**config.mk**
```make
export PLATFORM = sky130hd
export DESIGN_NAME = pmw_mapper
export DESIGN_NICKNAME = d
export VERILOG_FILES = /design/src/rtl/pmw_pkg.sv /design/src/rtl/pmw_mapper.sv /design/src/rtl/pmw_window.sv
export SDC_FILE = /design/constraint.sdc
export NUM_CORES = 1
export LEC_CHECK = 0
export ABC_AREA = 1
export BUFFER_PORTS_ARGS = -buffer_cell sky130_fd_sc_hd__buf_2
export CORE_UTILIZATION = 50
export CTS_BUF_LIST = sky130_fd_sc_hd__clkbuf_4 sky130_fd_sc_hd__clkbuf_8
export DETAILED_ROUTE_END_ITERATION = 8
export PLACE_DENSITY = 0.88
export REMOVE_ABC_BUFFERS = 1
export SLEW_MARGIN = 30
export SYNTH_ARGS = -nofsm -noshare
export SYNTH_HDL_FRONTEND = slang
export SYNTH_HIERARCHICAL = 1
export SYNTH_SLANG_ARGS = --single-unit
export TNS_END_PERCENT = 50
```
**constraint.sdc**
```tcl
create_clock -name sys_clk -period 2 [get_ports sys_clk]
set_input_delay 0.6 -clock sys_clk [delete_from_list [all_inputs] [get_ports sys_clk]]
set_output_delay 0.6 -clock sys_clk [all_outputs]
set_load 0.03 [all_outputs]
```
**src/rtl/pmw_pkg.sv**
```systemverilog
// Purpose: shared constants and types for the paged memory window mapper
// Assumes: 8-bit registers, each placed in the low byte of one AXI word
// Notes: size codes follow the two-bit window size field encoding

package pmw_pkg;

  // ------------------------------------------------------------------
  // register map (byte addresses)
  // ------------------------------------------------------------------
  localparam int PMW_ADDR_W = 8;
  localparam logic [7:0] PMW_OFF_PIN_ASSIGN = 8'h00;
  localparam logic [7:0] PMW_OFF_WIN_SIZE = 8'h04;
  localparam logic [7:0] PMW_OFF_WIN_BASE = 8'h08;
  localparam logic [7:0] PMW_OFF_BANK_ONE = 8'h0c;
  localparam logic [7:0] PMW_OFF_BANK_TWO = 8'h10;
  localparam logic [7:0] PMW_OFF_STATUS = 8'h14;

  // ------------------------------------------------------------------
  // reset values and implemented-bit masks
  // ------------------------------------------------------------------
  localparam logic [7:0] PMW_RST_PIN_ASSIGN = 8'h00;
  localparam logic [7:0] PMW_RST_WIN_SIZE = 8'h00;
  localparam logic [7:0] PMW_RST_WIN_BASE = 8'h00;
  localparam logic [7:0] PMW_RST_BANK = 8'h00;
  localparam logic [7:0] PMW_MASK_PIN_ASSIGN = 8'h3f;
  localparam logic [7:0] PMW_MASK_WIN_SIZE = 8'hf3;
  localparam logic [7:0] PMW_MASK_WIN_BASE = 8'hee;
  localparam logic [7:0] PMW_MASK_BANK = 8'h7e;

  // ------------------------------------------------------------------
  // field positions
  // ------------------------------------------------------------------
  localparam int PMW_SIZE_ONE_LSB = 0;
  localparam int PMW_SIZE_TWO_LSB = 4;
  localparam int PMW_GPCS_SRC_LSB = 6;
  localparam int PMW_BASE_ONE_LSB = 1;
  localparam int PMW_BASE_TWO_LSB = 5;
  localparam int PMW_BANK_LSB = 1;

  // ------------------------------------------------------------------
  // bus responses
  // ------------------------------------------------------------------
  localparam logic [1:0] PMW_RESP_OKAY = 2'b00;
  localparam logic [1:0] PMW_RESP_SLVERR = 2'b10;

  // ------------------------------------------------------------------
  // types
  // ------------------------------------------------------------------
  typedef enum logic [1:0] {
    PMW_SZ_OFF = 2'b00,
    PMW_SZ_8K = 2'b01,
    PMW_SZ_16K = 2'b10,
    PMW_SZ_32K = 2'b11
  } pmw_size_t;

  typedef struct packed {
    pmw_size_t size;
    logic [2:0] base;
    logic [5:0] bank;
  } pmw_win_cfg_t;

  typedef struct packed {
    logic hit;
    logic [5:0] xa;
  } pmw_win_res_t;

endpackage : pmw_pkg

```
**src/rtl/pmw_mapper.sv**
```systemverilog
// Purpose: paged memory window mapper with an AXI4-Lite register slave
// Assumes: cpu_addr, onchip_sel, rom_sel and gpio inputs are synchronous
// Notes: all mapped outputs appear one clock after the cpu address
//
// Added by the designer: the AXI4-Lite register port and the register addresses.

`timescale 1ns/10ps

module pmw_mapper (
  input wire logic sys_clk,                  // 25 MHz system clock
  input wire logic rst_b,                    // async reset, active low
  // axi4-lite slave
  input wire logic [pmw_pkg::PMW_ADDR_W-1:0] s_axi_awaddr, // write addr
  input wire logic s_axi_awvalid,            // write addr valid
  output logic s_axi_awready,                // write addr ready
  input wire logic [31:0] s_axi_wdata,       // write data
  input wire logic [3:0] s_axi_wstrb,        // byte strobes
  input wire logic s_axi_wvalid,             // write data valid
  output logic s_axi_wready,                 // write data ready
  output logic [1:0] s_axi_bresp,            // write response
  output logic s_axi_bvalid,                 // write response valid
  input wire logic s_axi_bready,             // write response ready
  input wire logic [pmw_pkg::PMW_ADDR_W-1:0] s_axi_araddr, // read addr
  input wire logic s_axi_arvalid,            // read addr valid
  output logic s_axi_arready,                // read addr ready
  output logic [31:0] s_axi_rdata,           // read data
  output logic [1:0] s_axi_rresp,            // read response
  output logic s_axi_rvalid,                 // read data valid
  input wire logic s_axi_rready,             // read data ready
  // cpu side
  input wire logic [15:0] cpu_addr,          // 64K cpu address
  input wire logic onchip_sel,               // regs, ram or eeprom hit
  input wire logic rom_sel,                  // enabled rom addressed
  // port logic side of the shared pins
  input wire logic [5:0] gpio_out,           // port data when pin is io
  input wire logic [5:0] gpio_oe_b,          // port enable, low drives
  output logic [5:0] gpio_in,                // pin level back to port
  // shared pins
  input wire logic [5:0] port_pin_in,        // pin level
  output logic [5:0] port_pin_out,           // pin drive value
  output logic [5:0] port_pin_oe_b,          // pin enable, low drives
  // mapped results
  output logic [18:0] exp_addr,              // expanded physical address
  output logic [18:0] gpcs_one_addr,         // chip select 1 decode addr
  output logic [18:0] gpcs_two_addr,         // chip select 2 decode addr
  output logic rom_respond,                  // internal rom answers
  output logic [1:0] win_hit                 // window two, one active
);
  import pmw_pkg::*;

  // ------------------------------------------------------------------
  // registers
  // ------------------------------------------------------------------
  logic [7:0] pin_assign_reg_r;
  logic [7:0] window_size_reg_r;
  logic [7:0] window_base_reg_r;
  logic [7:0] bank_select_one_r;
  logic [7:0] bank_select_two_r;

  logic [5:0] pin_assign_bits;
  logic [1:0] gpcs_addr_source;
  pmw_size_t win_one_size;
  pmw_size_t win_two_size;
  logic [2:0] win_one_base;
  logic [2:0] win_two_base;
  logic [5:0] win_one_bank;
  logic [5:0] win_two_bank;

  assign pin_assign_bits = pin_assign_reg_r[5:0];
  assign gpcs_addr_source = window_size_reg_r[PMW_GPCS_SRC_LSB +: 2];
  assign win_one_size =
    pmw_size_t'(window_size_reg_r[PMW_SIZE_ONE_LSB +: 2]);
  assign win_two_size =
    pmw_size_t'(window_size_reg_r[PMW_SIZE_TWO_LSB +: 2]);
  assign win_one_base = window_base_reg_r[PMW_BASE_ONE_LSB +: 3];
  assign win_two_base = window_base_reg_r[PMW_BASE_TWO_LSB +: 3];
  assign win_one_bank = bank_select_one_r[PMW_BANK_LSB +: 6];
  assign win_two_bank = bank_select_two_r[PMW_BANK_LSB +: 6];

  // ------------------------------------------------------------------
  // window decode
  // ------------------------------------------------------------------
  pmw_win_cfg_t cfg_one;
  pmw_win_cfg_t cfg_two;
  pmw_win_res_t res_one;
  pmw_win_res_t res_two;

  assign cfg_one = '{size: win_one_size, base: win_one_base,
                     bank: win_one_bank};
  assign cfg_two = '{size: win_two_size, base: win_two_base,
                     bank: win_two_bank};

  pmw_window u_win_one (
    .cfg(cfg_one),
    .cpu_addr(cpu_addr),
    .res(res_one)
  );

  pmw_window u_win_two (
    .cfg(cfg_two),
    .cpu_addr(cpu_addr),
    .res(res_two)
  );

  // ------------------------------------------------------------------
  // priority and address composition
  // ------------------------------------------------------------------
  logic hit_one;
  logic hit_two;
  logic [5:0] bank_addr_nxt;
  logic [18:0] exp_addr_nxt;
  logic rom_respond_nxt;

  // internal memories shadow the window, so no bank is applied there
  assign hit_one = res_one.hit & ~onchip_sel;
  assign hit_two = res_two.hit & ~res_one.hit & ~onchip_sel;

  always_comb begin
    bank_addr_nxt = {3'b000, cpu_addr[15:13]};
    if (hit_one) begin
      bank_addr_nxt = res_one.xa;
    end else if (hit_two) begin
      bank_addr_nxt = res_two.xa;
    end
  end

  assign exp_addr_nxt = {bank_addr_nxt, cpu_addr[12:0]};

  // rom shows up in bank zero only; elsewhere external memory answers
  assign rom_respond_nxt = rom_sel &
    (~(hit_one | hit_two) | (bank_addr_nxt[5:3] == 3'b000));

  // ------------------------------------------------------------------
  // mapped outputs
  // ------------------------------------------------------------------
  always_ff @(posedge sys_clk or negedge rst_b) begin
    if (!rst_b) begin
      exp_addr <= '0;
      rom_respond <= 1'b0;
      win_hit <= 2'b00;
    end else begin
      exp_addr <= exp_addr_nxt;
      rom_respond <= rom_respond_nxt;
      win_hit <= {hit_two, hit_one};
    end
  end

  always_ff @(posedge sys_clk or negedge rst_b) begin
    if (!rst_b) begin
      gpcs_one_addr <= '0;
      gpcs_two_addr <= '0;
    end else begin
      gpcs_one_addr <= gpcs_addr_source[0] ? exp_addr_nxt
                                           : {3'b000, cpu_addr};
      gpcs_two_addr <= gpcs_addr_source[1] ? exp_addr_nxt
                                           : {3'b000, cpu_addr};
    end
  end

  // ------------------------------------------------------------------
  // shared pin multiplexer
  // ------------------------------------------------------------------
  // an address line is always driven; io pins follow the port logic
  always_ff @(posedge sys_clk or negedge rst_b) begin
    if (!rst_b) begin
      port_pin_out <= '0;
      port_pin_oe_b <= '1;
      gpio_in <= '0;
    end else begin
      for (int i = 0; i < 6; i++) begin
        if (pin_assign_bits[i]) begin
          port_pin_out[i] <= bank_addr_nxt[i];
          port_pin_oe_b[i] <= 1'b0;
        end else begin
          port_pin_out[i] <= gpio_out[i];
          port_pin_oe_b[i] <= gpio_oe_b[i];
        end
      end
      gpio_in <= port_pin_in;
    end
  end

  // ------------------------------------------------------------------
  // axi4-lite write channel
  // ------------------------------------------------------------------
  logic aw_hs;
  logic w_hs;
  logic b_hs;
  logic aw_held_r;
  logic w_held_r;
  logic [PMW_ADDR_W-1:0] wr_addr_r;
  logic [7:0] wr_data_r;
  logic wr_strb_r;
  logic wr_go;

  assign aw_hs = s_axi_awvalid & s_axi_awready;
  assign w_hs = s_axi_wvalid & s_axi_wready;
  assign b_hs = s_axi_bvalid & s_axi_bready;
  assign wr_go = aw_held_r & w_held_r & ~s_axi_bvalid;

  // address and data are taken in either order, one write at a time
  always_ff @(posedge sys_clk or negedge rst_b) begin
    if (!rst_b) begin
      s_axi_awready <= 1'b1;
      aw_held_r <= 1'b0;
      wr_addr_r <= '0;
    end else if (aw_hs) begin
      s_axi_awready <= 1'b0;
      aw_held_r <= 1'b1;
      wr_addr_r <= s_axi_awaddr;
    end else if (b_hs) begin
      s_axi_awready <= 1'b1;
      aw_held_r <= 1'b0;
    end
  end

  always_ff @(posedge sys_clk or negedge rst_b) begin
    if (!rst_b) begin
      s_axi_wready <= 1'b1;
      w_held_r <= 1'b0;
      wr_data_r <= '0;
      wr_strb_r <= 1'b0;
    end else if (w_hs) begin
      s_axi_wready <= 1'b0;
      w_held_r <= 1'b1;
      wr_data_r <= s_axi_wdata[7:0];
      wr_strb_r <= s_axi_wstrb[0];
    end else if (b_hs) begin
      s_axi_wready <= 1'b1;
      w_held_r <= 1'b0;
    end
  end

  logic wr_known;
  always_comb begin
    wr_known = 1'b1;
    if (wr_addr_r[PMW_ADDR_W-1:2] == PMW_OFF_PIN_ASSIGN[7:2]) begin
      wr_known = 1'b1;
    end else if (wr_addr_r[PMW_ADDR_W-1:2] == PMW_OFF_WIN_SIZE[7:2]) begin
      wr_known = 1'b1;
    end else if (wr_addr_r[PMW_ADDR_W-1:2] == PMW_OFF_WIN_BASE[7:2]) begin
      wr_known = 1'b1;
    end else if (wr_addr_r[PMW_ADDR_W-1:2] == PMW_OFF_BANK_ONE[7:2]) begin
      wr_known = 1'b1;
    end else if (wr_addr_r[PMW_ADDR_W-1:2] == PMW_OFF_BANK_TWO[7:2]) begin
      wr_known = 1'b1;
    end else if (wr_addr_r[PMW_ADDR_W-1:2] == PMW_OFF_STATUS[7:2]) begin
      wr_known = 1'b1; // read-only, write ignored
    end else begin
      wr_known = 1'b0;
    end
  end

  always_ff @(posedge sys_clk or negedge rst_b) begin
    if (!rst_b) begin
      s_axi_bvalid <= 1'b0;
      s_axi_bresp <= PMW_RESP_OKAY;
    end else if (wr_go) begin
      s_axi_bvalid <= 1'b1;
      s_axi_bresp <= wr_known ? PMW_RESP_OKAY : PMW_RESP_SLVERR;
    end else if (b_hs) begin
      s_axi_bvalid <= 1'b0;
    end
  end

  // ------------------------------------------------------------------
  // register writes
  // ------------------------------------------------------------------
  logic wr_en;
  logic [PMW_ADDR_W-3:0] wr_idx;
  assign wr_en = wr_go & wr_strb_r;
  assign wr_idx = wr_addr_r[PMW_ADDR_W-1:2];

  always_ff @(posedge sys_clk or negedge rst_b) begin
    if (!rst_b) begin
      pin_assign_reg_r <= PMW_RST_PIN_ASSIGN;
      window_size_reg_r <= PMW_RST_WIN_SIZE;
      window_base_reg_r <= PMW_RST_WIN_BASE;
    end else if (wr_en) begin
      if (wr_idx == PMW_OFF_PIN_ASSIGN[7:2]) begin
        pin_assign_reg_r <= wr_data_r & PMW_MASK_PIN_ASSIGN;
      end else if (wr_idx == PMW_OFF_WIN_SIZE[7:2]) begin
        window_size_reg_r <= wr_data_r & PMW_MASK_WIN_SIZE;
      end else if (wr_idx == PMW_OFF_WIN_BASE[7:2]) begin
        window_base_reg_r <= wr_data_r & PMW_MASK_WIN_BASE;
      end
    end
  end

  always_ff @(posedge sys_clk or negedge rst_b) begin
    if (!rst_b) begin
      bank_select_one_r <= PMW_RST_BANK;
      bank_select_two_r <= PMW_RST_BANK;
    end else if (wr_en) begin
      if (wr_idx == PMW_OFF_BANK_ONE[7:2]) begin
        bank_select_one_r <= wr_data_r & PMW_MASK_BANK;
      end else if (wr_idx == PMW_OFF_BANK_TWO[7:2]) begin
        bank_select_two_r <= wr_data_r & PMW_MASK_BANK;
      end
    end
  end

  // ------------------------------------------------------------------
  // axi4-lite read channel
  // ------------------------------------------------------------------
  logic ar_hs;
  logic r_hs;
  logic [7:0] rd_byte;
  logic rd_known;
  logic [PMW_ADDR_W-3:0] rd_idx;

  assign ar_hs = s_axi_arvalid & s_axi_arready;
  assign r_hs = s_axi_rvalid & s_axi_rready;
  assign rd_idx = s_axi_araddr[PMW_ADDR_W-1:2];

  // unimplemented bits are already zero in the stored values
  always_comb begin
    rd_byte = 8'h00;
    rd_known = 1'b1;
    if (rd_idx == PMW_OFF_PIN_ASSIGN[7:2]) begin
      rd_byte = pin_assign_reg_r;
    end else if (rd_idx == PMW_OFF_WIN_SIZE[7:2]) begin
      rd_byte = window_size_reg_r;
    end else if (rd_idx == PMW_OFF_WIN_BASE[7:2]) begin
      rd_byte = window_base_reg_r;
    end else if (rd_idx == PMW_OFF_BANK_ONE[7:2]) begin
      rd_byte = bank_select_one_r;
    end else if (rd_idx == PMW_OFF_BANK_TWO[7:2]) begin
      rd_byte = bank_select_two_r;
    end else if (rd_idx == PMW_OFF_STATUS[7:2]) begin
      rd_byte = {5'b00000, rom_respond, win_hit};
    end else begin
      rd_known = 1'b0;
    end
  end

  always_ff @(posedge sys_clk or negedge rst_b) begin
    if (!rst_b) begin
      s_axi_arready <= 1'b1;
      s_axi_rvalid <= 1'b0;
      s_axi_rdata <= '0;
      s_axi_rresp <= PMW_RESP_OKAY;
    end else if (ar_hs) begin
      s_axi_arready <= 1'b0;
      s_axi_rvalid <= 1'b1;
      s_axi_rdata <= {24'h000000, rd_byte};
      s_axi_rresp <= rd_known ? PMW_RESP_OKAY : PMW_RESP_SLVERR;
    end else if (r_hs) begin
      s_axi_arready <= 1'b1;
      s_axi_rvalid <= 1'b0;
    end
  end

endmodule : pmw_mapper

```
**src/rtl/pmw_window.sv**
```systemverilog
// Purpose: hit detection and bank address for one expansion window
// Assumes: cpu address is stable for the cycle it is sampled
// Notes: purely combinational; instantiated once per window

`timescale 1ns/10ps

module pmw_window (
  input wire pmw_pkg::pmw_win_cfg_t cfg, // size, base and bank of window
  input wire logic [15:0] cpu_addr,      // 64K cpu address
  output pmw_pkg::pmw_win_res_t res      // hit flag and bits 18..13
);
  import pmw_pkg::*;

  // ------------------------------------------------------------------
  // decode
  // ------------------------------------------------------------------
  // low base bits below the size are ignored, which gives alignment, except a 32K window with base 4000
  always_comb begin
    res.hit = 1'b0;
    res.xa = {3'b000, cpu_addr[15:13]};
    case (cfg.size)
      PMW_SZ_8K: begin
        res.hit = (cpu_addr[15:13] == cfg.base);
        res.xa = cfg.bank;
      end
      PMW_SZ_16K: begin
        res.hit = (cpu_addr[15:14] == cfg.base[2:1]);
        res.xa = {cfg.bank[5:1], cpu_addr[13]};
      end
      PMW_SZ_32K: begin
        if (cfg.base[2:1] == 2'b01) begin
          // window spans 4000..bfff, folded onto physical 0..7fff
          res.hit = cpu_addr[15] ^ cpu_addr[14];
          res.xa = {cfg.bank[5:2], ~cpu_addr[14], cpu_addr[13]};
        end else begin
          res.hit = (cpu_addr[15] == cfg.base[2]);
          res.xa = {cfg.bank[5:2], cpu_addr[14:13]};
        end
      end
      default: begin
        res.hit = 1'b0;
        res.xa = {3'b000, cpu_addr[15:13]};
      end
    endcase
  end

endmodule : pmw_window

```
==> results.ini <==
[layout]
final_cell_mix=buf_2, nand2_1, dfrtp_1, inv_1, nor2_1
mostFrequentLayoutCell=buf_2
fin_nets=826
fillers=871
regArea_mm2=0.00286
drive_above_1_share_pct=36.7
area_growth_pct=21.4
num_antenna_cells=0
final_area_mm2=0.00636
multi_input_area_mm2=0.00173

[sta]
slew_violations=0
skew_ns=0.0120
rsz0062_at_grt=no
setup_viol=0
post-route-period-util_pct=87.8
whs_ns=0.108
max_clock_freq_mhz=569
period_needed_ns=1.76
hold_viol=0

[power]
p_per_area_mw_per_mm2=1160
clkPwrFrac_pct=26.8
leakagePower_nw=3.41
netSwitchingPower_mw=2.86
comb_power_share_pct=28.7
internal-power_mw=4.54
switching_share_pct=38.7
vdd_drop_max_mv=0.767
seq_power_share_pct=44.5

[route]
ant_nets=0
firstDrtPassIters=5
drtIter0Drc=256
wl_met3_um=718
vias_per_cell=4.78
drt_wl_total_mm=10.9
top_layer=met4
vias=4206
routedWlPerCell_um=12.4
met1Wirelength_mm=4.59
drc=0
wl_met2_mm=5.40

[logic_synthesis]
synth-seq-cells=114
ys_types=32
syn_area_per_cell_um2=9.09
synth_area_mm2=0.00525
yosysWarningCount=6
synth.yosys.seq_area_share_pct=54.6
syn_inst=577

[cts]
cts_setup_buffers=0
postCtsHoldBufs=0
clk_latency_ns=0.42
cts-resized-gates=0
cts_buffers=17
clk_pin_slew_ns=0.08
tritoncts=done
cts.sinks=114
clockBufferDepth=2
htreeDepth=4
cts_root_buffer=clkbuf_8

[flow_run]
cap_violations=0

[floorplanning]
start_util_pct=51.3
dieArea_mm2=0.0109
fp.dieH_um=104
die_w_um=104
pin_count=214
coreArea_mm2=0.0102
fp-row-count=37

[critical_path]
worstSetupPathDepth=1
critPathSlowestCell=dfstp_2
reg2reg_slack_ns=0.28
crit_path_max_incr_delay_ns=0.54
critPathKind=reg -> out
startpoint=s_axi_awready$_DFFE_PN1P_
arrival_ns=1.16
worst-path-max-fanout=3
r2r_cells=12
crit_chain=buf_2
crit_end=s_axi_awready
r2r-end=rom_respond$_DFF_PN0_
startpoint_type=register
cp-end-kind=output port
crit_family=flip-flops
required_ns=1.40
crit_buf_inv=1
r2r_start=window_base_reg_r[7]$_DFFE_PN0P_

[placed_design]
hpwl_mm=8.24
place.gp.congestion=0.894
port_buffers=156
post_dp_cell_area_mm2=0.00599

[global_route]
grt_pass1_vias=3911
grt_max_degree=35
grt_pass1_wl_mm=18.3
grt_use_total_pct=21.5
grt_antenna_before_repair=0
grt-ovfl-total=0

[outcome]
status=finished, final reports clean

[hold_path]
timing.hold.worst.class=in -> async

==> how the worst min path moves through the flow <==
stage / start / endpoint / slack, ns
3_3_place_gp: pin_assign_reg_r[3]$_DFFE_PN0P_ / port_pin_oe_b[3]$_DFF_PN1_ / 0.41
4_1_cts: rst_b / gpcs_two_addr[16]$_DFF_PN0_ / 0.10
5_1_grt: rst_b / gpcs_two_addr[16]$_DFF_PN0_ / 0.11
6_report: rst_b / gpcs_two_addr[16]$_DFF_PN0_ / 0.11
2_1_floorplan: rst_b / aw_held_r$_DFFE_PN0P_ / 0.30
3_5_place_dp: pin_assign_reg_r[3]$_DFFE_PN0P_ / port_pin_oe_b[3]$_DFF_PN1_ / 0.42
==> layout make-up <==
| type | instances | area share (%) |
|---|---|---|
| Sequential cell | 114 | 45.0 |
| Clock inverter | 14 | 2.10 |
| Clock buffer | 18 | 3.79 |
| Tap cell | 136 | 2.67 |
| Timing Repair Buffer | 173 | 14.9 |
| Multi-Input combinational cell | 351 | 27.2 |
| Inverter | 74 | 4.36 |
==> layer usage <==
metal  GRT usage, %  vias up
met5              0        -
met4           9.80        0
met3           4.89       20
met2           34.9      186
met1           27.3     1932
li1               -     2068
==> flip-flops by register name, summed over array words and instances, names as in the netlist, 2 cells and up <==
register and count:
port_pin_out 6, gpcs_two_addr 19, window_base_reg_r 6, window_size_reg_r 6
s_axi_rdata 8, gpio_in 6, port_pin_oe_b 6, win_hit 2
bank_select_two_r 6, exp_addr 6, pin_assign_reg_r 6, wr_data_r 8
bank_select_one_r 6, wr_addr_r 6, gpcs_one_addr 6
==> Yosys cell counts, drive strengths merged <==
cell type | count | share of area (%)
inv | 74 | 5.3
clkbuf | 2 | 0.14
conb | 1 | 0.071
buf | 61 | 8.8
nor3 | 2 | 0.29
o21ai | 51 | 6.4
nor2 | 72 | 5.8
nand4 | 10 | 1.4
a31oi | 9 | 1.1
nor3b | 1 | 0.14
a21oi | 19 | 1.8
or2 | 1 | 0.12
nand2 | 121 | 8.8
dfstp | 9 | 4.5
mux2 | 5 | 1.1
dfrtp | 105 | 50
a22oi | 6 | 1.1
nand3 | 25 | 2.6
o211ai | 3 | 0.43
==> cells by family after synthesis <==
group	share of synthesized area, %
other	0.0715
DFF	54.6
AOI/OAI and AO/OA	10.9
buffers and inverters	14.2
muxes	1.07
and+or+nand+nor	19.1
==> stage by stage <==
step | utilization (%) | instances | power [mW] | worst slack [ns] | setup TNS, ns
5_1_grt | 62.2 | 880 | 7.87 | 0.0738 | 0
3_5_place_dp | 58.5 | 848 | 5.45 | -0.0356 | -0.0912
2_1_floorplan | - | 539 | 4.75 | 0.317 | 0
4_1_cts | 62.2 | 880 | 7.46 | 0.218 | 0
3_3_place_gp | 58.5 | 848 | 5.37 | 0.0254 | 0
6_report | 62.2 | 880 | 7.40 | 0.243 | 0
==> power groups by stage <==
stage | clock network [mW] | registers, mW | logic (mW)
3_3_place_gp | 0 | 3.30 | 2.07
3_5_place_dp | 0 | 3.32 | 2.13
5_1_grt | 2.15 | 3.36 | 2.35
6_report | 1.99 | 3.29 | 2.13
2_1_floorplan | 0 | 3.66 | 1.09
4_1_cts | 2.04 | 3.28 | 2.14
(Power assumes the default switching activity.)
